File: src/fpp_pkg.sv
// constants, field positions and types of the flash program port
// Summary of operation
// [RULE1] command 0x20 loads the flash address outputs with 0x2AAA
// [RULE2] command 0x21 loads the flash address outputs with 0x5555
// [RULE3] command 0x41 sets read strobes: chip and output enable low, write high
// [RULE4] command 0x42 sets write strobes: chip and write enable low, output high
// [RULE5] command 0x47 sets stand-by: all three strobes high
// [RULE6] data register write drives the flash data lines; read returns their level
// [RULE7] low address register holds flash address bits 7:0, read and write
// [RULE8] middle address register holds flash address bits 15:8, write only
// [RULE9] high address register bits 2:0 hold address 18:16; upper bits read zero
// [RULE10] any write to the reset register restarts logic and configures from flash
// [RULE11] status: done, init_n, prog_n, busy, max address, ce_n, oe_n, we_n
// [RULE12] status bit 4 is one when the config counter equals 0x60000
// [RULE13] host polls status until bit 3 clears, success needs bits 0 and 1 set
// [RULE14] host polls flash readiness by read, data, stand-by until bit 6 settles
// [RULE15] host programs a byte with unlock writes, address, framed data write
// [RULE16] host erases with six framed writes at alternating unlock addresses; the bench writes 0x5555 twice in a row, at writes three and four
// [RULE17] host reads a byte: load address, read command, read data, stand-by
// [RULE18] undefined command codes leave address and strobes unchanged
package fpp_pkg;
  localparam int unsigned CLK_PERIOD_NS = 40;
  localparam int unsigned SYNC_STAGES = 3;

  // register byte offsets; the link carries bits 7:2 only
  localparam logic [7:0] OFS_RESET = 8'he4;
  localparam logic [7:0] OFS_STATUS = 8'he8;
  localparam logic [7:0] OFS_CMD = 8'hec;
  localparam logic [7:0] OFS_DATA = 8'hf0;
  localparam logic [7:0] OFS_ADDR_LOW = 8'hf4;
  localparam logic [7:0] OFS_ADDR_MID = 8'hf8;
  localparam logic [7:0] OFS_ADDR_HIGH = 8'hfc;
  localparam int unsigned OFS_LSB = 2;

  localparam logic [7:0] CMD_UNLOCK_LO = 8'h20;
  localparam logic [7:0] CMD_UNLOCK_HI = 8'h21;
  localparam logic [7:0] CMD_READ = 8'h41;
  localparam logic [7:0] CMD_WRITE = 8'h42;
  localparam logic [7:0] CMD_STANDBY = 8'h47;

  localparam int unsigned ADDR_W = 19;
  localparam logic [18:0] UNLOCK_ADDR_LO = 19'h02aaa;
  localparam logic [18:0] UNLOCK_ADDR_HI = 19'h05555;
  localparam logic [18:0] CFG_MAX_ADDR = 19'h60000;
  localparam logic [18:0] ADDR_RESET = 19'h00000;
  localparam logic [7:0] BYTE_ZERO = 8'h00;

  // address field positions
  localparam int unsigned ADDR_LOW_LSB = 0;
  localparam int unsigned ADDR_MID_LSB = 8;
  localparam int unsigned ADDR_HIGH_LSB = 16;
  localparam int unsigned ADDR_HIGH_W = 3;

  // status bit positions
  localparam int unsigned ST_DONE = 0;
  localparam int unsigned ST_INIT_N = 1;
  localparam int unsigned ST_PROG_N = 2;
  localparam int unsigned ST_BUSY = 3;
  localparam int unsigned ST_MAX = 4;
  localparam int unsigned ST_CE_N = 5;
  localparam int unsigned ST_OE_N = 6;
  localparam int unsigned ST_WE_N = 7;

  // timing: least times, rounded up to whole cycles; the access count also adds the synchroniser stages
  localparam int unsigned PROG_PULSE_NS = 500;
  localparam int unsigned FLASH_ACCESS_NS = 120;
  localparam int unsigned CYC_W = 5;
  localparam logic [4:0] PROG_PULSE_CYC =
    5'((PROG_PULSE_NS + CLK_PERIOD_NS - 1) / CLK_PERIOD_NS);
  localparam logic [4:0] ACCESS_CYC =
    5'((FLASH_ACCESS_NS + CLK_PERIOD_NS - 1) / CLK_PERIOD_NS + SYNC_STAGES);
  localparam logic [4:0] CYC_ONE = 5'h01;
  localparam logic [4:0] CYC_ZERO = 5'h00;

  typedef enum logic [2:0] {
    CFG_IDLE,
    CFG_PROG,
    CFG_WAIT_INIT,
    CFG_READ,
    CFG_CLOCK
  } fpp_cfg_state_t;
endpackage

File: src/fpp_port.sv
// flash program port: link register file, flash pin control and config loader
`timescale 1ns/100ps
`default_nettype none
module fpp_port (
  input wire logic ref_clk, // 25 MHz system clock
  input wire logic reset_n, // asynchronous reset, active low
  input wire logic clk_en, // freezes all state while low
  input wire logic [5:0] link_addr, // register address bits 7:2
  input wire logic [7:0] link_d_in, // link data lines, input side
  output logic [7:0] link_d_out, // link data lines, output side
  output logic link_d_oe_n, // link data drive enable, active low
  input wire logic link_rd_n, // read strobe, active low
  input wire logic link_wr_n, // write strobe, active low
  output logic [18:0] flash_addr, // flash address
  input wire logic [7:0] flash_dq_in, // flash data lines, input side
  output logic [7:0] flash_dq_out, // flash data lines, output side
  output logic flash_dq_oe_n, // flash data drive enable, active low
  output logic flash_ce_n, // flash chip enable
  output logic flash_oe_n, // flash output enable
  output logic flash_we_n, // flash write enable
  input wire logic fpga_done, // configuration done level
  input wire logic fpga_init_n, // fpga init, active low
  output logic fpga_prog_n, // start configuration, active low
  output logic [7:0] cfg_data, // configuration byte to the fpgas
  output logic cfg_cclk // configuration clock to the fpgas
);
  localparam int unsigned SYNC_W = 26;

  logic [SYNC_W-1:0] sync_q;
  logic rd_n_f;
  logic wr_n_f;
  logic [5:0] addr_f;
  logic [7:0] din_f;
  logic [7:0] dq_f;
  logic done_f;
  logic init_n_f;
  logic rd_prev_q;
  logic wr_prev_q;
  logic rd_evt;
  logic wr_evt;
  logic soft_rst_q;
  logic host_ok;
  logic max_addr;
  logic [7:0] status;
  logic [7:0] rd_val;
  fpp_pkg::fpp_cfg_state_t cfg_state_q;
  logic [4:0] cyc_q;
  logic [18:0] cfg_cnt_q;
  logic [18:0] cfg_cnt_d;

  function automatic logic hit(input logic [5:0] a, input logic [7:0] ofs);
    return a == ofs[7:fpp_pkg::OFS_LSB];
  endfunction

  // all pins share one synchroniser; strobes idle high
  fpp_sync #(
    .W(SYNC_W),
    .INIT(26'h3000000)
  ) u_sync (
    .ref_clk(ref_clk),
    .reset_n(reset_n),
    .clk_en(clk_en),
    .d({link_rd_n, link_wr_n, link_addr, link_d_in, flash_dq_in, fpga_done, fpga_init_n}),
    .q(sync_q)
  );
  assign {rd_n_f, wr_n_f, addr_f, din_f, dq_f, done_f, init_n_f} = sync_q;

  // strobe edges; address and data ride through the same delay as the strobe
  assign rd_evt = rd_prev_q & ~rd_n_f;
  assign wr_evt = wr_prev_q & ~wr_n_f;
  // while the loader runs it owns the flash pins
  assign host_ok = (cfg_state_q == fpp_pkg::CFG_IDLE) && !soft_rst_q;
  assign max_addr = cfg_cnt_q == fpp_pkg::CFG_MAX_ADDR; // RULE12

  always_ff @(posedge ref_clk or negedge reset_n)
  begin
    if (!reset_n)
    begin
      rd_prev_q <= 1'b1;
      wr_prev_q <= 1'b1;
    end
    else if (clk_en)
    begin
      rd_prev_q <= rd_n_f;
      wr_prev_q <= wr_n_f;
    end
  end

  // data value is ignored; any write restarts
  always_ff @(posedge ref_clk or negedge reset_n)
  begin
    if (!reset_n)
      soft_rst_q <= 1'b0;
    else if (clk_en)
      soft_rst_q <= wr_evt && hit(addr_f, fpp_pkg::OFS_RESET); // RULE10
  end

  // flash address register, shared by host writes and the loader
  always_ff @(posedge ref_clk or negedge reset_n)
  begin
    if (!reset_n)
      flash_addr <= fpp_pkg::ADDR_RESET;
    else if (clk_en)
    begin
      if (soft_rst_q)
        flash_addr <= fpp_pkg::ADDR_RESET;
      else if (cfg_state_q != fpp_pkg::CFG_IDLE)
        flash_addr <= cfg_cnt_q;
      else if (wr_evt)
      begin
        if (hit(addr_f, fpp_pkg::OFS_ADDR_LOW))
          flash_addr[fpp_pkg::ADDR_LOW_LSB +: 8] <= din_f; // RULE7
        else if (hit(addr_f, fpp_pkg::OFS_ADDR_MID))
          flash_addr[fpp_pkg::ADDR_MID_LSB +: 8] <= din_f; // RULE8
        else if (hit(addr_f, fpp_pkg::OFS_ADDR_HIGH))
          flash_addr[fpp_pkg::ADDR_HIGH_LSB +: fpp_pkg::ADDR_HIGH_W] <=
            din_f[fpp_pkg::ADDR_HIGH_W-1:0]; // RULE9
        else if (hit(addr_f, fpp_pkg::OFS_CMD))
        begin
          if (din_f == fpp_pkg::CMD_UNLOCK_LO)
            flash_addr <= fpp_pkg::UNLOCK_ADDR_LO; // RULE1
          else if (din_f == fpp_pkg::CMD_UNLOCK_HI)
            flash_addr <= fpp_pkg::UNLOCK_ADDR_HI; // RULE2
        end
      end
    end
  end

  // strobes and data drive direction move together so the data lines
  // never fight the flash while its outputs are on
  always_ff @(posedge ref_clk or negedge reset_n)
  begin
    if (!reset_n)
    begin
      flash_ce_n <= 1'b1;
      flash_oe_n <= 1'b1;
      flash_we_n <= 1'b1;
      flash_dq_oe_n <= 1'b1;
    end
    else if (clk_en)
    begin
      if (soft_rst_q)
      begin
        flash_ce_n <= 1'b1;
        flash_oe_n <= 1'b1;
        flash_we_n <= 1'b1;
        flash_dq_oe_n <= 1'b1;
      end
      else if (cfg_state_q != fpp_pkg::CFG_IDLE)
      begin
        flash_ce_n <= !(cfg_state_q == fpp_pkg::CFG_READ || cfg_state_q == fpp_pkg::CFG_CLOCK);
        flash_oe_n <= !(cfg_state_q == fpp_pkg::CFG_READ || cfg_state_q == fpp_pkg::CFG_CLOCK);
        flash_we_n <= 1'b1;
        flash_dq_oe_n <= 1'b1;
      end
      else if (wr_evt && hit(addr_f, fpp_pkg::OFS_CMD))
      begin
        case (din_f)
          fpp_pkg::CMD_READ:
          begin
            flash_ce_n <= 1'b0; // RULE3
            flash_oe_n <= 1'b0;
            flash_we_n <= 1'b1;
            flash_dq_oe_n <= 1'b1;
          end
          fpp_pkg::CMD_WRITE:
          begin
            flash_ce_n <= 1'b0; // RULE4
            flash_oe_n <= 1'b1;
            flash_we_n <= 1'b0;
            flash_dq_oe_n <= 1'b0;
          end
          fpp_pkg::CMD_STANDBY:
          begin
            flash_ce_n <= 1'b1; // RULE5
            flash_oe_n <= 1'b1;
            flash_we_n <= 1'b1;
            flash_dq_oe_n <= 1'b0;
          end
          default:
          begin
            // other codes hold the present state
            flash_ce_n <= flash_ce_n; // RULE18
            flash_oe_n <= flash_oe_n;
            flash_we_n <= flash_we_n;
            flash_dq_oe_n <= flash_dq_oe_n;
          end
        endcase
      end
    end
  end

  always_ff @(posedge ref_clk or negedge reset_n)
  begin
    if (!reset_n)
      flash_dq_out <= fpp_pkg::BYTE_ZERO;
    else if (clk_en && host_ok && wr_evt && hit(addr_f, fpp_pkg::OFS_DATA))
      flash_dq_out <= din_f; // RULE6
  end

  assign status = {flash_we_n, flash_oe_n, flash_ce_n, max_addr,
                   cfg_state_q != fpp_pkg::CFG_IDLE, fpga_prog_n, init_n_f, done_f}; // RULE11

  // write-only and unmapped addresses read as zero
  always_comb
  begin
    if (hit(addr_f, fpp_pkg::OFS_STATUS))
      rd_val = status;
    else if (hit(addr_f, fpp_pkg::OFS_DATA))
      rd_val = dq_f; // RULE6
    else if (hit(addr_f, fpp_pkg::OFS_ADDR_LOW))
      rd_val = flash_addr[fpp_pkg::ADDR_LOW_LSB +: 8]; // RULE7
    else if (hit(addr_f, fpp_pkg::OFS_ADDR_HIGH))
      rd_val = {5'h00, flash_addr[fpp_pkg::ADDR_HIGH_LSB +: fpp_pkg::ADDR_HIGH_W]}; // RULE9
    else
      rd_val = fpp_pkg::BYTE_ZERO;
  end

  // answer is caught at the strobe edge and held until the strobe ends
  always_ff @(posedge ref_clk or negedge reset_n)
  begin
    if (!reset_n)
    begin
      link_d_out <= fpp_pkg::BYTE_ZERO;
      link_d_oe_n <= 1'b1;
    end
    else if (clk_en)
    begin
      link_d_oe_n <= rd_n_f;
      if (rd_evt)
        link_d_out <= rd_val;
    end
  end

  assign cfg_cnt_d = cfg_cnt_q + 19'h00001;

  // loader: pulse prog_n, wait for init_n, then clock bytes out until done, init_n low
  // or the top of the image; a stuck-low init_n parks it in the wait state
  always_ff @(posedge ref_clk or negedge reset_n)
  begin
    if (!reset_n)
    begin
      cfg_state_q <= fpp_pkg::CFG_PROG;
      cyc_q <= fpp_pkg::CYC_ZERO;
      cfg_cnt_q <= fpp_pkg::ADDR_RESET;
      fpga_prog_n <= 1'b0;
      cfg_data <= fpp_pkg::BYTE_ZERO;
      cfg_cclk <= 1'b0;
    end
    else if (clk_en)
    begin
      if (soft_rst_q)
      begin
        cfg_state_q <= fpp_pkg::CFG_PROG; // RULE10
        cyc_q <= fpp_pkg::CYC_ZERO;
        cfg_cnt_q <= fpp_pkg::ADDR_RESET;
        fpga_prog_n <= 1'b0;
        cfg_cclk <= 1'b0;
      end
      else
      begin
        case (cfg_state_q)
          fpp_pkg::CFG_PROG:
          begin
            cyc_q <= cyc_q + fpp_pkg::CYC_ONE;
            if (cyc_q == fpp_pkg::PROG_PULSE_CYC - fpp_pkg::CYC_ONE)
            begin
              fpga_prog_n <= 1'b1;
              cfg_state_q <= fpp_pkg::CFG_WAIT_INIT;
            end
          end
          fpp_pkg::CFG_WAIT_INIT:
          begin
            cyc_q <= fpp_pkg::CYC_ZERO;
            if (init_n_f)
              cfg_state_q <= fpp_pkg::CFG_READ;
          end
          fpp_pkg::CFG_READ:
          begin
            cyc_q <= cyc_q + fpp_pkg::CYC_ONE;
            if (cyc_q == fpp_pkg::ACCESS_CYC - fpp_pkg::CYC_ONE)
            begin
              cfg_data <= dq_f;
              cfg_cclk <= 1'b1;
              cfg_state_q <= fpp_pkg::CFG_CLOCK;
            end
          end
          fpp_pkg::CFG_CLOCK:
          begin
            cfg_cclk <= 1'b0;
            cyc_q <= fpp_pkg::CYC_ZERO;
            cfg_cnt_q <= cfg_cnt_d;
            if (done_f || !init_n_f || cfg_cnt_d == fpp_pkg::CFG_MAX_ADDR) // RULE12
              cfg_state_q <= fpp_pkg::CFG_IDLE;
            else
              cfg_state_q <= fpp_pkg::CFG_READ;
          end
          default:
            cfg_state_q <= fpp_pkg::CFG_IDLE;
        endcase
      end
    end
  end
endmodule
`default_nettype wire

File: src/fpp_sync.sv
// three-stage synchroniser; output follows once stages two and three agree
`timescale 1ns/100ps
`default_nettype none
module fpp_sync #(
  parameter int unsigned W = 1,
  parameter logic [W-1:0] INIT = '0
) (
  input wire logic ref_clk, // system clock
  input wire logic reset_n, // asynchronous reset
  input wire logic clk_en, // freezes state while low
  input wire logic [W-1:0] d, // asynchronous input
  output logic [W-1:0] q // filtered, synchronous output
);
  logic [W-1:0] s1_q;
  logic [W-1:0] s2_q;
  logic [W-1:0] s3_q;

  always_ff @(posedge ref_clk or negedge reset_n)
  begin
    if (!reset_n)
    begin
      s1_q <= INIT;
      s2_q <= INIT;
      s3_q <= INIT;
      q <= INIT;
    end
    else if (clk_en)
    begin
      s1_q <= d;
      s2_q <= s1_q;
      s3_q <= s2_q;
      // per bit: a bit that is still settling keeps its old value
      q <= (s2_q & s3_q) | (q & (s2_q | s3_q));
    end
  end
endmodule
`default_nettype wire

File: config.mk
export PLATFORM = sky130hd
export DESIGN_NAME = fpp_port
export DESIGN_NICKNAME = d
export VERILOG_FILES = /design/src/fpp_pkg.sv /design/src/fpp_port.sv /design/src/fpp_sync.sv
export SDC_FILE = /design/constraint.sdc
export NUM_CORES = 1
export LEC_CHECK = 0
export BUFFER_PORTS_ARGS = -buffer_cell sky130_fd_sc_hd__buf_4
export CORE_MARGIN = 2
export CORE_UTILIZATION = 60
export DETAILED_ROUTE_END_ITERATION = 8
export GPL_TIMING_DRIVEN = 1
export PLACE_DENSITY = 0.86
export SYNTH_ARGS = -nofsm -noshare
export SYNTH_HDL_FRONTEND = slang
export SYNTH_SLANG_ARGS = --single-unit
File: constraint.sdc
create_clock -name ref_clk -period 2.8 [get_ports ref_clk]
set_input_delay 0.28 -clock ref_clk [delete_from_list [all_inputs] [get_ports ref_clk]]
set_output_delay 0.28 -clock ref_clk [all_outputs]
set_load 0.03 [all_outputs]
Word level (Yosys, flattened, before mapping):

Index checks and enable logic that the tools add are counted.
W data, S select, Z words.

* flip-flop bits (word level): 183
* output and inout port bits: 50
* logic and storage cells: 158

* add/subtract/negate cells: 2
* eq/ne operators: 28
* muxes and demuxes: 49
* bitwise gates (word level): 9
* reductions and logical operators: 48

Operators with widths (count)
* $mux W19: 8
* $and A26 B26 Y26: 2
* $or A26 B26 Y26: 2
* $mux W8: 6
* $eq A6 B6 Y1 const B: 7
* $eq A19 B19 Y1 const B: 2
* $eq A8 B7 Y1 const B: 3
* $reduce_bool A4 Y1: 6
* $mux W3: 7
* $add A19 B1 Y19 const B: 1
* $reduce_and A6 Y1: 3
* $mux W1: 17
* $eq A8 B6 Y1 const B: 2
* $mux W16: 1
* $reduce_and A3 Y1: 5
* $reduce_bool A3 Y1: 5
* $reduce_bool A5 Y1: 3
* $ne A4 B4 Y1 const B: 3
* $pmux W3 S4: 1
* $mux W11: 1
* $pmux W1 S2: 5
* $pmux W5 S2: 1
* $reduce_or A2 Y1: 5
* $ne A3 B3 Y1 const B: 3
* 18 further kinds: 37

Logic depth before layout (Yosys ltp):

Gate-level depths: netlist of the first run.

* depth in word-level cells: 10
* mapped depth: 9
* depth with buffers taken out: 8

Cells and area by module:

Synthesis of the first run repeated with hierarchy kept, for this count alone.

* cells, all modules: 828
* area total of the unflattened synthesis: 8817.2 µm²

Modules (own cells, without submodules)
* fpp_port: times used 1, cells each 507, area each 4599.4 µm², sequential area each 1985.7 µm²
* fpp_sync: times used 1, cells each 321, area each 4217.8 µm², sequential area each 2612.5 µm²

Least setup slack after synthesis of the first run:

Ideal clock, no wire load.

* path type: reg-to-reg
* start point: register cfg_cnt_q[5]
* end point: register cfg_state_q[1]
* arrival: 1977 ps
* data required time: 2680 ps
* path slack: 702 ps
* cell stages (with the launch flop): 8
* buffers on the path: 1
* cell sequence: dfrtp_1 buf_6 or4_4 a211oi_2 o211ai_1 a2111oi_2 nand4b_1 a41o_1

* word-level cells in the longest chain between the ends: 6

Ends and longest elaborated chain
* start, declared: line fpp_port.sv:48 `logic [18:0] cfg_cnt_q;`
* start signal, assigned: line fpp_port.sv:245 `cfg_cnt_q <= fpp_pkg::ADDR_RESET;`
* start signal, assigned: line fpp_port.sv:256 `cfg_cnt_q <= fpp_pkg::ADDR_RESET;`
* start signal, assigned: line fpp_port.sv:292 `cfg_cnt_q <= cfg_cnt_d;`
* $add A19 B1 Y19: line fpp_port.sv:235 `assign cfg_cnt_d = cfg_cnt_q + 19'h00001;`
* $eq A19 B19 Y1: line fpp_port.sv:293 `if (done_f || !init_n_f || cfg_cnt_d == fpp_pkg::CFG_MAX_ADDR)`
* $logic_or A1 B1 Y1: line fpp_port.sv:293
* $mux W2: line fpp_port.sv:293
* $pmux W3 S4: line fpp_port.sv:262 `case (cfg_state_q)`
* $mux W3: line fpp_port.sv:252 `if (soft_rst_q)`
* end signal, assigned: line fpp_port.sv:254 `cfg_state_q <= fpp_pkg::CFG_PROG;`
* end signal, assigned: line fpp_port.sv:294 `cfg_state_q <= fpp_pkg::CFG_IDLE;`
* end signal, assigned: line fpp_port.sv:296 `cfg_state_q <= fpp_pkg::CFG_READ;`
* end, declared: line fpp_port.sv:46 `fpp_pkg::fpp_cfg_state_t cfg_state_q;`

Every way passes these cells.
A chain may end at the register's enable or synchronous reset.

Final worst setup path of the first run:

* start point: register u_sync.q[16]
* end point: register flash_addr[2]

* word-level cells in the longest chain between the ends: 9
* elaborated cells on any way between the ends: 12
* those cells by class: eq/ne (2); mux (8); reduce/logical (2)

Ends and longest elaborated chain
* start, declared: line fpp_sync.sv:12 `output logic [W-1:0] q`
* start signal, assigned: line fpp_sync.sv:33 `q <= (s2_q & s3_q) | (q & (s2_q | s3_q));`
* $eq A8 B6 Y1: line fpp_port.sv:120 `if (din_f == fpp_pkg::CMD_UNLOCK_LO)`
* $mux W19: line fpp_port.sv:120
* $mux W19: line fpp_port.sv:118 `else if (hit(addr_f, fpp_pkg::OFS_CMD))`
* $mux W16: line fpp_port.sv:115 `else if (hit(addr_f, fpp_pkg::OFS_ADDR_HIGH))`
* $mux W8: line fpp_port.sv:113 `else if (hit(addr_f, fpp_pkg::OFS_ADDR_MID))`
* $mux W8: line fpp_port.sv:111 `if (hit(addr_f, fpp_pkg::OFS_ADDR_LOW))`
* $mux W19: line fpp_port.sv:109 `else if (wr_evt)`
* $mux W19: line fpp_port.sv:107 `else if (cfg_state_q != fpp_pkg::CFG_IDLE)`
* $mux W19: line fpp_port.sv:105 `if (soft_rst_q)`
* end signal, assigned: line fpp_port.sv:106 `flash_addr <= fpp_pkg::ADDR_RESET;`
* end signal, assigned: line fpp_port.sv:108 `flash_addr <= cfg_cnt_q;`
* end signal, assigned by index: line fpp_port.sv:112 `flash_addr[fpp_pkg::ADDR_LOW_LSB +: 8] <= din_f;`
* end, declared: line fpp_port.sv:14 `output logic [18:0] flash_addr,`

Several ways; a longest one is shown, not always the timed one. The select of a mux whose other input is x is not followed.

==> out/metrics.yaml, run 1 <==
sta:
  finalClockSkew_ns: 0.007858
  rsz0062_at_grt: "no"
  finalWorstSetupSlack_ns: 0.3366
  finalSetupViolCount: 0
  worst_slew_pin_slew_ns: 0.6839
  finalCritPeriodShare: 0.8798
  fin_tns_setup_ns: 0
  relSlewSlack: 0.5441
  final-hold-violation-count: 0
  slew_viol_final: 0
  period_minus_slack_ns: 2.463
  worst_hold_slack_ns: 0.07020
  timing.fmax_mhz: 405.9
placement:
  port_buffers: 78
  routabilityCongestion: 0.8924
  placed_cell_area_mm2: 0.009508
  pre_cts_slack_ns: 0.4250
  dp_hpwl_um: 12930
global_route:
  grt_pass1_wl_um: 32910
  grt_pass1_vias: 6441
  grt_usage: 0.2650
  grt_max_degree: 101
  grt_overflow: 0
  grt_antenna_before_repair: 0
clock_tree:
  cts_max_path_buffers: 2
  cts_buffers: 17
  clk_pin_slew_ns: 0.07
  htree_levels: 4
  post_cts_buffers: 0
  cts_tree: "yes"
  ctsResizeCount: 0
  root_buffer: "clkbuf_16"
  clk_latency_ns: 0.44
  cts_num_sinks: 183
route:
  post_drt_wl_per_cell_um: 18.45
  route.detailed.drc: 0
  wl_um: 19800
  vias_per_cell: 6.151
  drt_iter0_drc: 707
  num_vias: 6600
  drt_pass1_iterations: 5
  ant_nets: 0
pwr:
  power_mw: 8.481
  ir_drop_v: 0.0006107
  leakage_nw: 4.408
  power_density_mw_per_mm2: 838.2
die:
  ios: 79
  start_util: 0.6076
  die_area_mm2: 0.01553
  core_mm2: 0.01437
  die_h_um: 124.6
  die_x_um: 124.6
  rows: 44
synthesis:
  synth_cell_types: 62
  synth_fp_nets: 847
  synth-seq-cells: 183
  synth_seq_area_share: 0.5267
  ys_async_sr_fraction: 1.000
  synth-edff-count: 0
  avgSynthCellArea_um2: 10.74
  syn_inst: 813
  syn_area_mm2: 0.008731
  yosys_warnings: 0
  synth_ff_type: "dfrtp_1"
outcome:
  status: "completed"
critical_path:
  reg2reg_to: "flash_addr[2]"
  startpoint_type: "flip-flop"
  cp_max_fo: 10
  rr_worst_depth: 5
  rrSetupSlack_ns: 0.34
  startpoint: "u_sync.q[16]"
  crit_required_ns: 3.12
  critPathKind: "reg -> reg"
  critPathCaptureType: "flip-flop"
  endpoint: "flash_addr[2]"
  r2r-start: "u_sync.q[16]"
  cp.arrival_ns: 2.78
cells_and_area:
  layout-drive-gt1-share: 0.3060
  final_nets: 910
  nFillCells: 971
  area_growth_pct: 15.88
  final_cell_area_mm2: 0.01012
  multi_input_area_mm2: 0.003861
  antennaDiodeCount: 0
  seq_area_mm2: 0.004598
hold_path:
  hp-class: "in -> reg"
job:
  cap_violations: 0
synth_stat cells (6+ instances only):
master / instances / area, µm²
xnor2_1: 6 / 52.55
clkbuf_1: 39 / 146.4
a31oi_1: 7 / 43.79
mux2_2: 117 / 1318
o31ai_1: 14 / 105.1
nand4_1: 10 / 62.56
nor2_1: 63 / 236.5
dfstp_2: 15 / 394.1
nor3_1: 12 / 60.06
inv_1: 13 / 48.80
dfrtp_1: 168 / 4204
or3_1: 6 / 37.54
a21oi_1: 82 / 410.4
a211oi_1: 6 / 45.04
nand2_1: 47 / 176.4
buf_2: 6 / 30.03
a22oi_1: 8 / 60.06
nand3_1: 16 / 80.08
buf_1: 6 / 22.52
nand2b_1: 31 / 193.9
o21ai_0: 64 / 320.3
worst min path at each step:
stage,cells after the start,end,startpoint,slack (ns)
CTS,2,u_sync.s1_q[19],link_addr[1],0.06
detailed placement,1,cfg_cnt_q[13],reset_n,0.35
floorplan,0,cfg_cclk,reset_n,-0.02
global placement,1,cfg_cnt_q[11],reset_n,0.35
finish,2,u_sync.s1_q[19],link_addr[1],0.07
global route,2,u_sync.s1_q[20],link_addr[2],0.06
cell usage in the layout (no fill, tap or decap), types with 5 or more instances in the layout:
cell       netlist  routed
o31ai_1         14      14
nand2_1         47      47
a31oi_1          7       7
clkbuf_16        0      17
nand2b_1        31      31
a211oi_1         6       6
or3_1            6       6
nor4_1           5       5
nand3_1         16      16
dfrtp_1        168     168
nand4_1         10      10
buf_4            1      93
mux2_2         117     117
ha_1             5       5
o21ai_0         64      64
nand3b_1         5       5
a21oi_1         82      82
nor3_1          12      12
nor2_1          63      63
xnor2_1          6       6
inv_1           13      13
a22oi_1          8       8
dfstp_2         15      15
through the flow:
step	cells	utilization
2_1_floorplan	813	-
3_3_place_gp	1040	0.6617
3_5_place_dp	1040	0.6617
4_1_cts	1073	0.7041
5_1_grt	1073	0.7041
6_report	1073	0.7041
worst max-delay path: stages (launching register included):
cell and delay, ns:
dfrtp_1 0.47, nor4b_1 0.58, nand4_1 0.24, a221oi_1 0.31, a21o_1 0.36, mux2_2 0.39
sequential cells by signal, summed over array words and instances (netlist names):
signal         cells
u_sync.s2_q       26
flash_oe_n         1
link_d_oe_n        1
wr_prev_q          1
link_d_out         8
cfg_cnt_q         19
u_sync.s3_q       26
cfg_data           8
cfg_state_q        3
cfg_cclk           1
cyc_q              5
flash_dq_oe_n      1
fpga_prog_n        1
u_sync.q          26
flash_ce_n         1
flash_dq_out       8
soft_rst_q         1
u_sync.s1_q       26
flash_addr        19
flash_we_n         1
final cells by class:
class | count | share of cell area
repair buffers | 98 | 0.07705
clock buffers | 21 | 0.04551
multi-input cells | 563 | 0.3816
clock inverters | 11 | 0.01373
flip-flops and latches | 183 | 0.4545
well taps | 184 | 0.02276
inverters | 13 | 0.004823
cells by family after synthesis:
| group | Yosys count | synth area share |
|---|---|---|
| AOI/OAI and AO/OA | 208 | 0.1392 |
| DFF | 183 | 0.5267 |
| adders and majority gates | 5 | 0.007165 |
| xor gates and xnor gates | 7 | 0.007022 |
| muxes | 117 | 0.1509 |
| buffers and inverters | 67 | 0.03110 |
| and+or+nand+nor | 226 | 0.1380 |
power breakdown:
part / total [mW] / internal (mW) / switching [mW]
logic: 2.32 / 1.01 / 1.31
registers: 3.73 / 3.16 / 0.567
clock network: 2.43 / 1.38 / 1.05
per-layer routing:
metal / wire [µm] / up-vias / track usage
met1: 8408 / 3268 / 0.3588
met5: 0 / - / 0
met2: 9666 / 222 / 0.4182
li1: - / 3066 / -
met4: 469 / 0 / 0.1051
met3: 1254 / 44 / 0.06143
timing repair:
action                     in CTS  in global routing
hold buffers                    1                  0
hold endpoints to repair       70                  0
setup endpoints to repair       0                  0
Power figures use the tool's default switching activity.
==> run 2: changes to the inputs <==
- RECOVER_POWER: unset -> 50
==> out/metrics.yaml, run 2 (same netlist as run 1, synthesis figures left out) <==
outcome:
  status: "finished, violations left"
  violations: "max-capacitance violations, max-slew violations"
clock_tree:
  cts_max_path_buffers: 2
  cts_buffers: 17
  root_buffer: "clkbuf_16"
  cts_num_sinks: 183
  cts_tree: "yes"
  clk_pin_slew_ns: 0.07
  clk_latency_ns: 0.44
  htree_levels: 4
  post_cts_buffers: 0
  cts_hold_buf: 1
  ctsResizeCount: 0
critical_path:
  crit_chain: "nor4b_1 -> nand4_1 -> a221oi_1 -> a21o_1 -> mux2_2"
  critPathCaptureType: "flip-flop"
  cp.arrival_ns: 2.72
  critPathKind: "reg -> reg"
  slowest_stage: "nor4b_1"
  cpPeakStageDelay_ns: 0.53
  cp_num_buf_inv: 0
  rrSetupSlack_ns: 0.40
  startpoint_type: "flip-flop"
  cpLargestDelayFamily: "simple AND/OR/NAND/NOR gates"
  cp_max_fo: 10
  crit_required_ns: 3.12
hold_path:
  hp-class: "in -> reg"
sta:
  fin_tns_setup_ns: 0
  rsz0062_at_grt: "no"
  final-hold-violation-count: 0
  slew_viol_final: 72
  finalClockSkew_ns: 0.007590
  finalSetupViolCount: 0
  worst_hold_slack_ns: 0.07093
  worst_slew_pin_slew_ns: 1.853
  timing.fmax_mhz: 416.7
  period_minus_slack_ns: 2.400
  finalCritPeriodShare: 0.8570
  relSlewSlack: -0.2355
die:
  die_x_um: 124.6
  start_util: 0.6076
  ios: 79
  die_area_mm2: 0.01553
  core_mm2: 0.01437
  die_h_um: 124.6
  rows: 44
cells_and_area:
  layout-drive-gt1-share: 0.2868
  final_nets: 910
  antennaDiodeCount: 0
  utilization: 0.6996
  mostFrequentLayoutCells: "dfrtp_1, mux2_2, a21oi_1, buf_4, o21ai_0"
  finalNonFillerCells: 1073
  area_growth_pct: 15.13
  final_cell_area_mm2: 0.01005
  final_common_cell: "dfrtp_1"
global_route:
  grt_overflow: 0
  grt_pass1_wl_um: 32910
  grt_pass1_vias: 6441
  grt_max_degree: 101
  grt_antenna_before_repair: 0
  grt_usage: 0.2650
route:
  num_vias: 6650
  route.detailed.drc: 0
  drt_pass1_iterations: 6
  ant_nets: 0
  post_drt_wl_per_cell_um: 18.42
  vias_per_cell: 6.198
  drt_iter0_drc: 700
  wl_um: 19760
job:
  cap_violations: 1
placement:
  placed_cell_area_mm2: 0.009508
  port_buffers: 78
  dp_hpwl_um: 12930
  routabilityCongestion: 0.8924
  place_inst: 1040
pwr:
  power_density_mw_per_mm2: 840.0
  leakage_nw: 4.344
  ir_drop_v: 0.0006104
## run 2: changes by cell type in the layout (fill, tap and decap cells not counted), sizes merged
cell	previous run	this run
clkbuf	21	38
buf	97	80
## run 2: through the flow
stage,power [mW],worst slack [ns]
global placement,5.937,0.4946
global route,8.897,0.1307
CTS,8.477,0.3964
floorplan,5.223,0.7021
finish,8.444,0.4004
detailed placement,6.028,0.4250
## run 2: cell type report
cell class | count | area [µm²]
clock buffer | 21 | 460.4
clock inverter | 11 | 138.9
fill | 989 | 4317
inverter | 13 | 48.80
multi-input combinational | 563 | 3861
sequential | 183 | 4598
tap | 184 | 230.2
timing repair buffer | 98 | 714.4
## run 2: report_power, final
| part | switching (mW) | total (mW) | internal, mW |
|---|---|---|---|
| Combinational | 1.30 | 2.28 | 0.980 |
| Sequential | 0.567 | 3.73 | 3.16 |
| Clock | 1.05 | 2.43 | 1.38 |
## run 2: routing by layer
layer,track usage,vias to the layer above,part of all wire,wire [µm]
met4,0.1051,0,0.022,440
met5,0,-,0,0
li1,-,3069,-,-
met1,0.3588,3310,0.43,8402
met3,0.06143,38,0.062,1230
met2,0.4182,233,0.49,9687
## run 2: final timing paths
check | to | startpoint | cells past startpoint
max | flash_addr[2] | u_sync.q[16] | 5
min | u_sync.s1_q[19] | link_addr[1] | 2
max reg2reg | flash_addr[2] | u_sync.q[16] | 5
min reg2reg | u_sync.q[10] | u_sync.s3_q[10] | 2
max in group asynchronous | u_sync.s2_q[25] | reset_n | 3
min in group asynchronous | cfg_cnt_q[14] | reset_n | 2
